## src/inc/sws_params.svh

```systemverilog
// Constants for the repeated-fill command engine.
// Assumes inclusion by the engine only.
`ifndef SWS_PARAMS_SVH
`define SWS_PARAMS_SVH
`define SWS_ACT_WRITE_SAME 16'h0002
`define SWS_FN_PAT_BG 16'h0001
`define SWS_FN_SEC_BG 16'h0002
`define SWS_FN_PAT_BLK 16'h0101
`define SWS_FN_SEC_BLK 16'h0102
`define SWS_FN_SECTOR_BIT 1
`define SWS_FN_BLOCK_BIT 8
`define SWS_TF_ERR_OK 8'h00
`define SWS_TF_ERR_ABRT 8'h04
`define SWS_TF_XFER_LO 8'h01
`define SWS_TF_XFER_HI 8'h00
`define SWS_TF_STAT_OK 8'h50
`define SWS_TF_STAT_ERR 8'h51
`define SWS_EXT_BUSY 16'hffff
`define SWS_EXT_DONE 16'h0000
`define SWS_EXT_REJECT 16'h0001
`define SWS_EXT_ABORT 16'h0008
`define SWS_EXT_BG_FAIL 16'h0009
`define SWS_EXT_BLK_FAIL 16'h0017
`define SWS_DRV_ACTIVE 8'h00
`define SWS_DRV_BG 8'h05
`endif

```

## src/inc/sws_pkg.sv

```systemverilog
// Types shared by the repeated-fill command engine.
// Assumes the constants header is on the include path.
package sws_pkg;
  typedef struct packed {
    logic [15:0] action;
    logic [15:0] func;
    logic [63:0] startLba;
    logic [63:0] count;
    logic [31:0] pattern;
  } sws_key_t;
  typedef struct packed {
    logic [7:0] error;
    logic [7:0] secCnt;
    logic [7:0] secNum;
    logic [7:0] cylLo;
    logic [7:0] cylHi;
    logic [7:0] status;
  } sws_tf_t;
  typedef enum logic [1:0] {
    S_IDLE = 2'b00,
    S_DATA = 2'b01,
    S_FILL = 2'b11
  } sws_state_t;
endpackage : sws_pkg

```

## src/rtl/sws_write_same_engine.sv

```systemverilog
// Repeated-fill command engine: key decode, range check, fill sequencer,
// extended status, whole-drive flag and temperature interval counters.
// Assumes every input comes from logic on sys_clk; no pin is sampled here.
`timescale 1ns/1ns
`include "sws_params.svh"
module sws_write_same_engine (
  input wire logic sys_clk,
  input wire logic rst_n,
  input wire logic keyValid,
  input wire sws_pkg::sws_key_t keyIn,
  input wire logic [63:0] lastUserLba,
  input wire logic sectorDataDone,
  input wire logic hostCmdValid,
  input wire logic hostCmdIsStatus,
  input wire logic mediaAck,
  input wire logic mediaFail,
  input wire logic userSectorWrite,
  input wire logic tempValid,
  input wire logic signed [7:0] tempValue,
  input wire logic signed [7:0] upperOperatingTempLimit,
  input wire logic signed [7:0] lowerOperatingTempLimit,
  output sws_pkg::sws_tf_t taskfileResult,
  output logic taskfileValid,
  output logic cmdComplete,
  output logic mediaWrReq,
  output logic [63:0] mediaLba,
  output logic mediaUseSector,
  output logic [31:0] mediaPattern,
  output logic [15:0] extStatus,
  output logic [7:0] driveStatus,
  output logic wholeDriveInit,
  output logic [31:0] overLimitCount,
  output logic [31:0] underLimitCount
);

  function automatic sws_pkg::sws_tf_t mkTf(input logic ok, input logic [15:0] ext);
    sws_pkg::sws_tf_t t;
    t = '0;
    if (ok)
    begin
      t.error = `SWS_TF_ERR_OK;
      t.cylLo = `SWS_TF_XFER_LO;
      t.cylHi = `SWS_TF_XFER_HI;
      t.status = `SWS_TF_STAT_OK;
    end
    else
    begin
      t.error = `SWS_TF_ERR_ABRT;
      t.secCnt = ext[7:0];
      t.secNum = ext[15:8];
      t.status = `SWS_TF_STAT_ERR;
    end
    return t;
  endfunction : mkTf

  sws_pkg::sws_state_t stateQ, stateD;
  logic blockQ;
  logic wholeQ;
  logic [63:0] endLbaQ;

  // Key decode
  wire isWs = keyIn.action == `SWS_ACT_WRITE_SAME;
  wire fnOk = keyIn.func == `SWS_FN_PAT_BG || keyIn.func == `SWS_FN_SEC_BG ||
              keyIn.func == `SWS_FN_PAT_BLK || keyIn.func == `SWS_FN_SEC_BLK;
  wire keySector = keyIn.func[`SWS_FN_SECTOR_BIT];
  wire keyBlock = keyIn.func[`SWS_FN_BLOCK_BIT];
  wire keyTake = keyValid && isWs && stateQ == sws_pkg::S_IDLE;
  // Sum held at 65 bits so a huge count cannot wrap past the check
  wire [64:0] keySum = {1'b0, keyIn.startLba} + {1'b0, keyIn.count};
  wire zeroCount = keyIn.count == 64'h0;
  wire beyond = keyIn.startLba > lastUserLba ||
                (!zeroCount && keySum > {1'b0, lastUserLba} + 65'h1);
  wire keyReject = keyTake && (beyond || !fnOk);
  wire keyAccept = keyTake && !beyond && fnOk;
  wire [63:0] keyEnd = zeroCount ? lastUserLba : keySum[63:0] - 64'h1;
  wire keyWhole = keyIn.startLba == 64'h0 && keyEnd == lastUserLba;

  // Fill progress
  wire inFill = stateQ == sws_pkg::S_FILL;
  wire sectorOk = inFill && mediaAck && !mediaFail;
  wire lastSector = sectorOk && mediaLba == endLbaQ;
  wire fillFail = inFill && mediaAck && mediaFail;
  wire busyBg = stateQ != sws_pkg::S_IDLE && !blockQ;
  wire hostAbort = busyBg && hostCmdValid && !hostCmdIsStatus;
  wire dataIn = stateQ == sws_pkg::S_DATA && sectorDataDone;

  always_comb
  begin
    stateD = stateQ;
    case (stateQ)
      sws_pkg::S_IDLE:
        if (keyAccept)
          stateD = keySector ? sws_pkg::S_DATA : sws_pkg::S_FILL;
      sws_pkg::S_DATA:
        if (hostAbort)
          stateD = sws_pkg::S_IDLE;
        else if (dataIn)
          stateD = sws_pkg::S_FILL;
      sws_pkg::S_FILL:
        if (hostAbort || lastSector || fillFail)
          stateD = sws_pkg::S_IDLE;
      default:
        stateD = sws_pkg::S_IDLE;
    endcase
  end

  // Completion: background pattern at accept, background sector at end of data, blocking at end of fill
  wire bgDone = (keyAccept && !keySector && !keyBlock) || (dataIn && !blockQ);
  wire blkEnd = blockQ && (lastSector || fillFail);
  wire blkTf = keyAccept || blkEnd || keyReject;

  wire [15:0] extD =
    keyAccept ? `SWS_EXT_BUSY :
    keyReject ? `SWS_EXT_REJECT :
    hostAbort ? `SWS_EXT_ABORT :
    fillFail ? (blockQ ? `SWS_EXT_BLK_FAIL : `SWS_EXT_BG_FAIL) :
    lastSector ? `SWS_EXT_DONE : extStatus;

  wire sws_pkg::sws_tf_t tfD =
    keyReject ? mkTf(1'b0, `SWS_EXT_REJECT) :
    (blkEnd && fillFail) ? mkTf(1'b0, `SWS_EXT_BLK_FAIL) :
    mkTf(1'b1, 16'h0000);

  // Flag: set wins over any clear in the same cycle
  // Abort in the cycle of the last ack reports 0008h, so the flag must stay clear too
  wire initSet = lastSector && wholeQ && !hostAbort;
  wire initClr = userSectorWrite || (sectorOk && !wholeQ) ||
                 (wholeQ && (fillFail || hostAbort));

  always_ff @(posedge sys_clk or negedge rst_n)
  begin
    if (!rst_n)
    begin
      stateQ <= sws_pkg::S_IDLE;
      blockQ <= 1'b0;
      wholeQ <= 1'b0;
      endLbaQ <= 64'h0;
    end
    else
    begin
      stateQ <= stateD;
      if (keyAccept)
      begin
        blockQ <= keyBlock;
        wholeQ <= keyWhole;
        endLbaQ <= keyEnd;
      end
    end
  end

  always_ff @(posedge sys_clk or negedge rst_n)
  begin
    if (!rst_n)
    begin
      mediaWrReq <= 1'b0;
      mediaLba <= 64'h0;
      mediaUseSector <= 1'b0;
      mediaPattern <= 32'h0;
    end
    else
    begin
      mediaWrReq <= stateD == sws_pkg::S_FILL;
      if (keyAccept)
      begin
        mediaLba <= keyIn.startLba;
        mediaUseSector <= keySector;
        mediaPattern <= keyIn.pattern;
      end
      else if (sectorOk && !lastSector)
        mediaLba <= mediaLba + 64'h1;
    end
  end

  always_ff @(posedge sys_clk or negedge rst_n)
  begin
    if (!rst_n)
    begin
      taskfileResult <= '0;
      taskfileValid <= 1'b0;
      cmdComplete <= 1'b0;
      extStatus <= `SWS_EXT_DONE;
      driveStatus <= `SWS_DRV_ACTIVE;
      wholeDriveInit <= 1'b0;
    end
    else
    begin
      taskfileValid <= blkTf;
      if (blkTf)
        taskfileResult <= tfD;
      cmdComplete <= bgDone || blkEnd || keyReject;
      extStatus <= extD;
      driveStatus <= (stateD != sws_pkg::S_IDLE && !(keyAccept ? keyBlock : blockQ)) ?
                     `SWS_DRV_BG : `SWS_DRV_ACTIVE;
      if (initSet)
        wholeDriveInit <= 1'b1;
      else if (initClr)
        wholeDriveInit <= 1'b0;
    end
  end

  // Counters wrap at 2^32; an interval every few seconds never gets there
  always_ff @(posedge sys_clk or negedge rst_n)
  begin
    if (!rst_n)
    begin
      overLimitCount <= 32'h0;
      underLimitCount <= 32'h0;
    end
    else if (tempValid)
    begin
      if (tempValue > upperOperatingTempLimit)
        overLimitCount <= overLimitCount + 32'h1;
      if (tempValue < lowerOperatingTempLimit)
        underLimitCount <= underLimitCount + 32'h1;
    end
  end
endmodule : sws_write_same_engine

```

## config.mk

```make
export PLATFORM = sky130hd
export DESIGN_NAME = sws_write_same_engine
export DESIGN_NICKNAME = d
export VERILOG_FILES = /design/src/inc/sws_pkg.sv /design/src/rtl/sws_write_same_engine.sv
export VERILOG_INCLUDE_DIRS = /design/src /design/src/inc
export SDC_FILE = /design/constraint.sdc
export NUM_CORES = 1
export LEC_CHECK = 0
export BUFFER_PORTS_ARGS = -buffer_cell sky130_fd_sc_hd__buf_2
export CELL_PAD_IN_SITES_DETAIL_PLACEMENT = 0
export CELL_PAD_IN_SITES_GLOBAL_PLACEMENT = 1
export CORE_MARGIN = 2
export CORE_UTILIZATION = 41
export DETAILED_ROUTE_END_ITERATION = 7
export PLACE_DENSITY_LB_ADDON = 0.08
export SLEW_MARGIN = 5
export SYNTH_ARGS = -nofsm -noshare
export SYNTH_HDL_FRONTEND = slang
export SYNTH_SLANG_ARGS = --single-unit
```

## constraint.sdc

```tcl
create_clock -name sys_clk -period 4.9 [get_ports sys_clk]
set_clock_uncertainty 0.15 [all_clocks]
set_input_delay 0.245 -clock sys_clk [delete_from_list [all_inputs] [get_ports sys_clk]]
set_output_delay 0.245 -clock sys_clk [all_outputs]
set_load 0.03 [all_outputs]
```

Word level (Yosys, flattened, before mapping)
Cells that the tools add are included.
{ "word_totals": {"reg_bits": 300, "input_bits": 290, "output_inout_bits": 237, "word_cells": 126} }
{ "classes": {"add_sub_neg": 6, "order_cmp": 4, "n_eq_ne": 10, "muxes": 21, "reduce_logical": 64} }
{ "ops": {"columns": ["operator", "n"], "rows": [
  ["64-bit 2-to-1 mux", 3],
  ["64-bit == test", 2],
  ["64-bit logical NOT", 2],
  ["43-bit 2-to-1 mux", 2],
  ["16-bit 2-to-1 mux", 5],
  ["64-bit by 1-bit adder with 65-bit output, second input constant", 1],
  ["64-bit by 64-bit adder with 65-bit output", 1],
  ["65-bit > comparator", 1],
  ["32-bit by 1-bit adder with 32-bit output, second input constant", 2],
  ["64-bit by 1-bit adder with 64-bit output, second input constant", 1],
  ["64-bit > comparator", 1],
  ["64-bit by 1-bit subtractor with 64-bit output, second input constant", 1],
  ["16-bit by 2-bit == test with 1-bit output, second input constant", 2],
  ["16-bit by 9-bit == test with 1-bit output, second input constant", 2],
  ["1-bit logical AND", 26],
  ["16-bit by 1-bit == test with 1-bit output, second input constant", 1],
  ["1-bit logical OR", 16],
  ["1-bit logical NOT", 12],
  ["2-bit 2-to-1 mux", 5],
  ["8-bit > comparator", 1],
  ["8-bit less-than comparator", 1],
  ["2-bit nonzero test", 4],
  ["2-bit one-hot mux with 3 select lines", 1],
  ["5-bit 2-to-1 mux", 1],
  ["7 further kinds", 11]
]} }

Logic depth before layout (Yosys ltp)
Gate-level depths: netlist (run 1).
{ "depth": {"depth_word": 12, "depth_mapped": 30} }

Worst setup path after synthesis (run 1)
No wires, ideal clock.
{ "synth_timing": {"kind": "input -> register", "start": "in lastUserLba[2]", "end": "reg mediaLba[53]", "setup_time_ns": 0.126, "t_arrival_ns": 6.074, "setup_slack_ns": -1.450, "path_stages": 30, "path_buffers": 3, "cell_sequence": "clkbuf_1 > nand3_1 > nor4_1 > and4_1 > nand2_1 > nor4_1 > nand2_1 > or2_2 > nor2_1 > nand2_1 > or3_1 > nor4_1 > xnor2_1 > ha_1 > a21o_1 > a21o_1 > a21oi_1 > nor2b_1 > o21ai_0 > a21oi_1 > or4_1 > nor4_1 > nor3_1 > a21oi_1 > nand2_1 > clkbuf_1 > nand2_1 > clkbuf_1 > o21ai_0 > a221o_1"} }
{ "synth_between": {"elab_chain_cells": 8, "word_cells_on_any_way": 10} }
{ "synth_rtl": {"columns": ["item", "line", "text"], "rows": [
  ["start: declaration", "sws_write_same_engine.sv:11", "input wire logic [63:0] lastUserLba,"],
  ["64-bit by 1-bit adder with 65-bit output", "sws_write_same_engine.sv:72", "(!zeroCount && keySum > {1'b0, lastUserLba} + 65'h1);"],
  ["65-bit > comparator", "sws_write_same_engine.sv:72", null],
  ["1-bit logical AND", "sws_write_same_engine.sv:72", null],
  ["1-bit logical OR (*)", "sws_write_same_engine.sv:71", "wire beyond = keyIn.startLba > lastUserLba ||"],
  ["1-bit logical NOT (*)", "sws_write_same_engine.sv:74", "wire keyAccept = keyTake && !beyond && fnOk;"],
  ["1-bit logical AND (*) (2 in series)", "sws_write_same_engine.sv:74", null],
  ["64-bit 2-to-1 mux or 2-bit nonzero test (tied branches)", null, null],
  ["end signal: assignment", "sws_write_same_engine.sv:165", "mediaLba <= keyIn.startLba;"],
  ["end signal: assignment", "sws_write_same_engine.sv:170", "mediaLba <= mediaLba + 64'h1;"],
  ["end: declaration", "sws_write_same_engine.sv:26", "output logic [63:0] mediaLba,"]
]} }
Every way passes the cells marked *; elsewhere a longest branch is shown, timed or not.
A chain may end at the register's enable or synchronous reset.

Worst setup path after layout (run 1)
{ "layout_timing": {"start": "in keyIn[126] (netlist name)", "end": "reg wholeQ"} }
{ "layout_between": {"elab_chain_cells": 7, "word_cells_on_any_way": 13} }
{ "layout_rtl": {"columns": ["item", "line", "text"], "rows": [
  ["start: declaration", "sws_write_same_engine.sv:10", "input wire sws_pkg::sws_key_t keyIn,"],
  ["branches (longest 7 deep; another with 64-bit by 64-bit adder with 65-bit output)", null, null],
  ["end signal: assignment", "sws_write_same_engine.sv:145", "wholeQ <= keyWhole;"],
  ["end: declaration", "sws_write_same_engine.sv:58", "logic wholeQ;"]
]} }
Parallel ways; which one is timed is not known.

==> results.json, run 1 <==
{
  "synth_cell_types": 103,
  "antenna_found_initial": 1,
  "wl_per_cell_um": 23.8,
  "io_buffers": 481,
  "power_density_nw_per_um2": 201,
  "peakVddDrop_uv": 220,
  "grt_pass1_wl_mm": 182,
  "tightest_slew_ns": 0.993,
  "cp-start-kind": "input pin",
  "setup_slack_ns": -0.292,
  "r2r_end": "mediaLba[63]",
  "yosys_most_used_dff": "dfrtp_1",
  "wl_mm": 127,
  "drc_errors": 0,
  "relSlewSlack": 0.335,
  "hold_start": "keyIn[156]",
  "synth_most_common_cell": "nand2_1",
  "grt_pass1_vias": 30000,
  "path_class": "input pin to flop",
  "async_reset_ff_frac": 1.00,
  "yosysWarnings": 0,
  "insertedDiodeCount": 0,
  "hpwl_mm": 102,
  "top_layer": "met4",
  "synth_common_cells": "nand2_1 (394), nor2_1 (267), dfrtp_1 (242)",
  "clock_sinks": 242,
  "numCtsBuffers": 22,
  "timing.hold.ws_ns": -0.0215,
  "holdPathEnd": "mediaLba[60]",
  "final_nets": 5028,
  "clkLatencyLatePin_ns": 0.54,
  "io_pins": 527,
  "seq_area_frac_synth": 0.243,
  "fin_crit_ns": 5.19,
  "dp_cells": 5129,
  "grt_max_degree": 113,
  "firstDrtPassIters": 6,
  "cts_buffer_depth": 3,
  "clk_pin_slew_ns": 0.07,
  "min_period_over_period": 1.06,
  "min_path_cells": 2,
  "wl_met3_mm": 9.18,
  "drive_gt1_frac": 0.419,
  "start_util": 0.414,
  "cts-root-buf": "clkbuf_16",
  "ant_nets": 0,
  "final_hold_viol_count": 1,
  "drv_slew": 0,
  "area_delta_synth_final_pct": 56.1,
  "setup_viol": 173,
  "synth_top_cell_by_area": "dfrtp_1",
  "routabilityCongestion": 1.04,
  "endpoint_kind": "flop",
  "die_w_um": 251,
  "drt-met1-wl_mm": 52.4,
  "violations": "negative hold slack, negative setup slack",
  "ys_ff_latch": 242,
  "worstPathArrival_ns": 5.51,
  "syn_inst": 3207,
  "required_ns": 5.22,
  "status": "complete, but fails checks",
  "final_cells": 5321,
  "rr_worst_depth": 17,
  "synth_area_per_cell_sq_um": 7.77,
  "p_leak_nw": 19.0,
  "fin_setup_tns_ns": -34.48,
  "rows": 90,
  "synth_edf_count": 0,
  "rr_startpoint": "mediaLba[7]",
  "crit_fanout": 6,
  "nFillCells": 5167,
  "rsz0062_at_grt": "yes",
  "max_freq_mhz": 193,
  "die_area_sq_um": 62800,
  "wl_met2_mm": 57.6,
  "h-tree-depth": 1,
  "synth_top_cells_by_area": "dfrtp_1 (24%), ha_1 (11%), xnor2_1 (7.5%)",
  "core_area_sq_um": 60200,
  "track_usage": 0.379,
  "gr-total-overflow": 0,
  "syn_area_sq_um": 24900,
  "routed_via_density": 5.82,
  "r2r_setup_slack_ns": 0.13,
  "yosysTopAreaCellShare": 0.243,
  "hold_class": "input pin to flop",
  "cts_tree": "built",
  "die-height_um": 251,
  "drt_iter0_markers": 2988,
  "via_count": 31000,
  "maxCapViolations": 0
}
-- cells by family after synthesis --
logic type	synth area share
xor gates and xnor gates	0.124
other	0.000150
and+or+nand+nor	0.262
adders and majority gates	0.107
buffers and inverters	0.0601
AOI/OAI and AO/OA	0.193
muxes	0.0105
DFF	0.243
-- worst max path at each step --
stage	startpoint	slack, ns	endpoint
floorplan	lastUserLba[2]	-0.62	mediaLba[53]
CTS	keyIn[32]	-0.26	wholeQ
finish	keyIn[126]	-0.29	wholeQ
global route	keyIn[99]	-0.49	mediaLba[42]
global placement	keyIn[135]	-1.67	mediaLba[53]
detailed placement	keyIn[67]	-1.61	mediaLba[52]
-- cell type report --
class | instances | area, sq um | share of cell area
inverter | 138 | 523 | 0.0134
clock inverter | 5 | 53.8 | 0.00138
multi-input combinational | 2683 | 19900 | 0.511
clock buffer | 33 | 663 | 0.0170
sequential | 242 | 6060 | 0.156
tap | 782 | 978 | 0.0252
timing repair buffer | 1438 | 10700 | 0.276
-- state kept, by name, summed over array words and instances (netlist names) --
register         cells
extStatus            4
driveStatus          1
endLbaQ             64
mediaUseSector       1
mediaLba            64
stateQ               2
mediaPattern        32
taskfileResult       4
wholeDriveInit       1
overLimitCount      32
taskfileValid        1
cmdComplete          1
underLimitCount     32
wholeQ               1
blockQ               1
mediaWrReq           1
-- worst max-delay path: stages --
cell and delay (ns):
buf_2 0.11, ha_2 0.39, buf_4 0.14, nand4_1 0.25
or3_1 0.52, buf_4 0.20, o21ai_0 0.46, nand2_1 0.10
o211a_1 0.20, or4_1 0.62, buf_4 0.19, buf_4 0.15
or4_1 0.62, xor2_1 0.21, a211oi_1 0.25, nand4b_1 0.14
o41ai_2 0.37, buf_4 0.16, a32o_2 0.16
-- metrics by stage --
step | hold WS (ns) | cell area [sq um] | utilization | worst slack [ns] | total power, mW
after global routing | -0.00952 | 38900 | 0.646 | -0.492 | 8.16
final | -0.0215 | 38900 | 0.646 | -0.292 | 7.81
after floorplan | -0.201 | 25300 | - | -0.620 | 3.87
after CTS | 0.000943 | 37500 | 0.623 | -0.261 | 7.67
after detailed placement | 0.0767 | 33800 | 0.560 | -1.61 | 5.66
after global placement | 0.0678 | 33800 | 0.560 | -1.67 | 5.59
-- power by group --
group	internal, mW	switching, mW	total (mW)
logic	1.79	2.14	3.93
registers	2.04	0.0587	2.10
clock network	0.988	0.787	1.78
total	4.82	2.99	7.81
-- cell usage in the layout, fill, tap and decap left out, types with 25 or more instances in the layout --
master           n
a21o_1          62
a21oi_1        161
a21oi_2         66
and3_1          43
buf_2          462
buf_4          835
buf_6           25
clkbuf_16       39
conb_1          45
dfrtp_1        242
dlygate4sd3_1   53
ha_1           176
inv_1          127
nand2_1        296
nand2_2         61
nand2_4         36
nand3_1        101
nand4_1        128
nor2_1         222
nor2_4          30
nor3_1          76
nor4_1          82
o211ai_1        27
o21a_1          27
o21ai_0         81
o21ai_1         51
o21ai_2         58
xnor2_1        208
xor2_1         124
-- routing by layer --
layer	vias to the layer above	global-route usage
li1	14200	-
met1	15000	0.491
met5	-	0
met3	304	0.0488
met4	0	0.190
met2	1479	0.621
-- repair_timing --
| action | CTS | global route |
|---|---|---|
| gates resized for setup | 454 | 265 |
| pin swaps | 171 | 81 |
| buffers inserted | 56 | 13 |
| setup endpoints to repair | 173 | 173 |
| cloned | 17 | 22 |
| endpoints found under the hold margin | 112 | 2 |
| hold buffers | 51 | 2 |
Power figures use the tool's default switching activity.
==> run 2, diff against run 1 <==
--- a/config.mk
+++ b/config.mk
@@ -12,7 +12,7 @@
 export CORE_MARGIN = 2
 export CORE_UTILIZATION = 41
 export DETAILED_ROUTE_END_ITERATION = 7
-export PLACE_DENSITY_LB_ADDON = 0.08
+export PLACE_DENSITY = 0.91
 export SLEW_MARGIN = 5
 export SYNTH_ARGS = -nofsm -noshare
 export SYNTH_HDL_FRONTEND = slang
==> results.json, run 2 (synthesized netlist as in run 1, its figures left out) <==
{
  "relSlewSlack": 0.389,
  "power_density_nw_per_um2": 207,
  "via_count": 30600,
  "crit_cells": 29,
  "startpoint": "keyIn[114]",
  "endpoint_kind": "flop",
  "firstDrtPassIters": 6,
  "gr-max-usage-layer": "met2",
  "critPathMaxStageDelay_ns": 0.54,
  "grt_max_degree": 136,
  "final_cell_mix": "buf_4 (818), buf_2 (472), nand2_1 (378), nor2_1 (251), dfrtp_1 (242)",
  "p_leak_nw": 18.4,
  "rr_startpoint": "mediaLba[7]",
  "nFillCells": 5156,
  "grt_pass1_wl_mm": 170,
  "final_cells": 5304,
  "numCtsBuffers": 22,
  "violations": "negative setup slack",
  "cts_tree": "built",
  "clkLatencyLatePin_ns": 0.53,
  "routed_via_density": 5.76,
  "cp_slowest_cell": "or4_4",
  "fin_crit_ns": 5.27,
  "h-tree-depth": 1,
  "antenna_found_initial": 6,
  "r2r_end": "mediaLba[63]",
  "start_util": 0.414,
  "setup_slack_ns": -0.368,
  "endpoint": "mediaLba[42]",
  "grt_pass1_vias": 29300,
  "path_class": "input pin to flop",
  "cp_common_cell": "a21oi_2",
  "rsz0062_at_grt": "yes",
  "clk_pin_slew_ns": 0.07,
  "max_freq_mhz": 190,
  "path_delay_family": "simple AND/OR/NAND/NOR gates",
  "final_common_cell": "buf_4",
  "die_w_um": 251,
  "tightest_slew_ns": 0.911,
  "drive_gt1_frac": 0.360,
  "rows": 90,
  "min_path_cells": 4,
  "min_period_over_period": 1.08,
  "maxCapViolations": 0,
  "dp_slack_ns": -1.50,
  "cts-root-buf": "clkbuf_16",
  "area_delta_synth_final_pct": 48.8,
  "drt_iter0_markers": 2780,
  "cp-start-kind": "input pin",
  "wl_mm": 116,
  "track_usage": 0.351,
  "core_area_sq_um": 60200,
  "io_pins": 527,
  "required_ns": 5.16,
  "drc_errors": 0,
  "rr_worst_depth": 16,
  "reg_top3": "endLbaQ x64, mediaLba x64",
  "final_hold_viol_count": 0,
  "die-height_um": 251,
  "routabilityCongestion": 1.08,
  "die_area_sq_um": 62800,
  "finish.utilization": 0.616,
  "hold_class": "input pin to flop",
  "io_buffers": 481,
  "grt_use_met2": 0.577,
  "setup_viol": 173,
  "r2r_setup_slack_ns": 0.31,
  "hpwl_mm": 93.1,
  "status": "complete, but fails checks",
  "cts_buffer_depth": 3,
  "gr-usage-met3": 0.0604,
  "gr-total-overflow": 0,
  "globalRouteMet1Util": 0.421,
  "final_nets": 5005,
  "worstPathArrival_ns": 5.53,
  "clock_sinks": 242,
  "peakVddDrop_uv": 150,
  "crit_fanout": 7,
  "wl_per_cell_um": 21.8,
  "drv_slew": 0,
  "ant_nets": 0,
  "dp_cells": 5119,
  "critPathBufInv": 5
}
-- run 2: stage by stage --
stage | instance area, sq um | total power, mW | TNS (ns) | hold slack, ns
floorplan | 25300 | 3.87 | -87.00 | -0.201
global placement | 33700 | 5.48 | -209.71 | 0.194
detailed placement | 33700 | 5.54 | -234.30 | 0.190
CTS | 36300 | 7.51 | -17.05 | 0.000205
global route | 37100 | 8.03 | -77.57 | 0.0163
finish | 37100 | 7.68 | -41.61 | 0.00720
-- run 2: power by group --
part | leakage [nW] | switching [mW] | total [mW] | internal, mW
registers | 3.32 | 0.0568 | 2.10 | 2.04
logic | 14.7 | 2.01 | 3.77 | 1.76
clock network | 0.358 | 0.799 | 1.82 | 1.02
-- run 2: how the worst min path moves through the flow --
| stage | start | endpoint | slack [ns] |
|---|---|---|---|
| 6_report | lastUserLba[4] | endLbaQ[4] | 0.007 |
| 4_1_cts | keyIn[130] | mediaLba[34] | 0.0002 |
| 3_3_place_gp | rst_n | underLimitCount[31] | 0.19 |
| 2_1_floorplan | rst_n | blockQ | -0.20 |
| 5_1_grt | lastUserLba[4] | endLbaQ[4] | 0.02 |
| 3_5_place_dp | rst_n | underLimitCount[22] | 0.19 |
-- run 2: layer usage --
metal / vias up / wire length [um]
met5: - / 0
met3: 412 / 10700
met2: 1636 / 52600
li1: 14200 / -
met4: 0 / 9120
met1: 14400 / 43500
-- run 2: layout make-up --
type / count / area (sq um) / area share
Sequential cell: 242 / 6060 / 0.163
Tap cell: 782 / 978 / 0.0264
Timing Repair Buffer: 1416 / 10100 / 0.273
Antenna cell: 6 / 15.0 / 0.000405
Clock inverter: 8 / 110 / 0.00297
Clock buffer: 30 / 632 / 0.0170
Inverter: 138 / 526 / 0.0142
Multi-Input combinational cell: 2682 / 18600 / 0.502
-- run 2: worst reg2reg max path, cell delays in order, from the launching register on --
cell,delay (ns)
dfrtp_1,0.52
and4_1,0.30
nand4_1,0.16
nor2_1,0.29
and4_1,0.26
nand4_1,0.17
nor3_1,0.22
buf_4,0.17
nor4b_1,0.38
and4_1,0.30
and3_1,0.21
and3_1,0.20
and3_1,0.26
nand4_1,0.21
nor3_1,0.30
o21ai_2,0.08
a221o_1,0.32
-- run 2: what timing repair did --
action                     in CTS  in global routing
cloned                         10                  1
hold endpoints to repair      188                  0
hold buffers                   82                  0
setup endpoints to repair     173                173
setup buffers                  34                 17
gates resized for setup       157                170
pin swaps                      57                 70
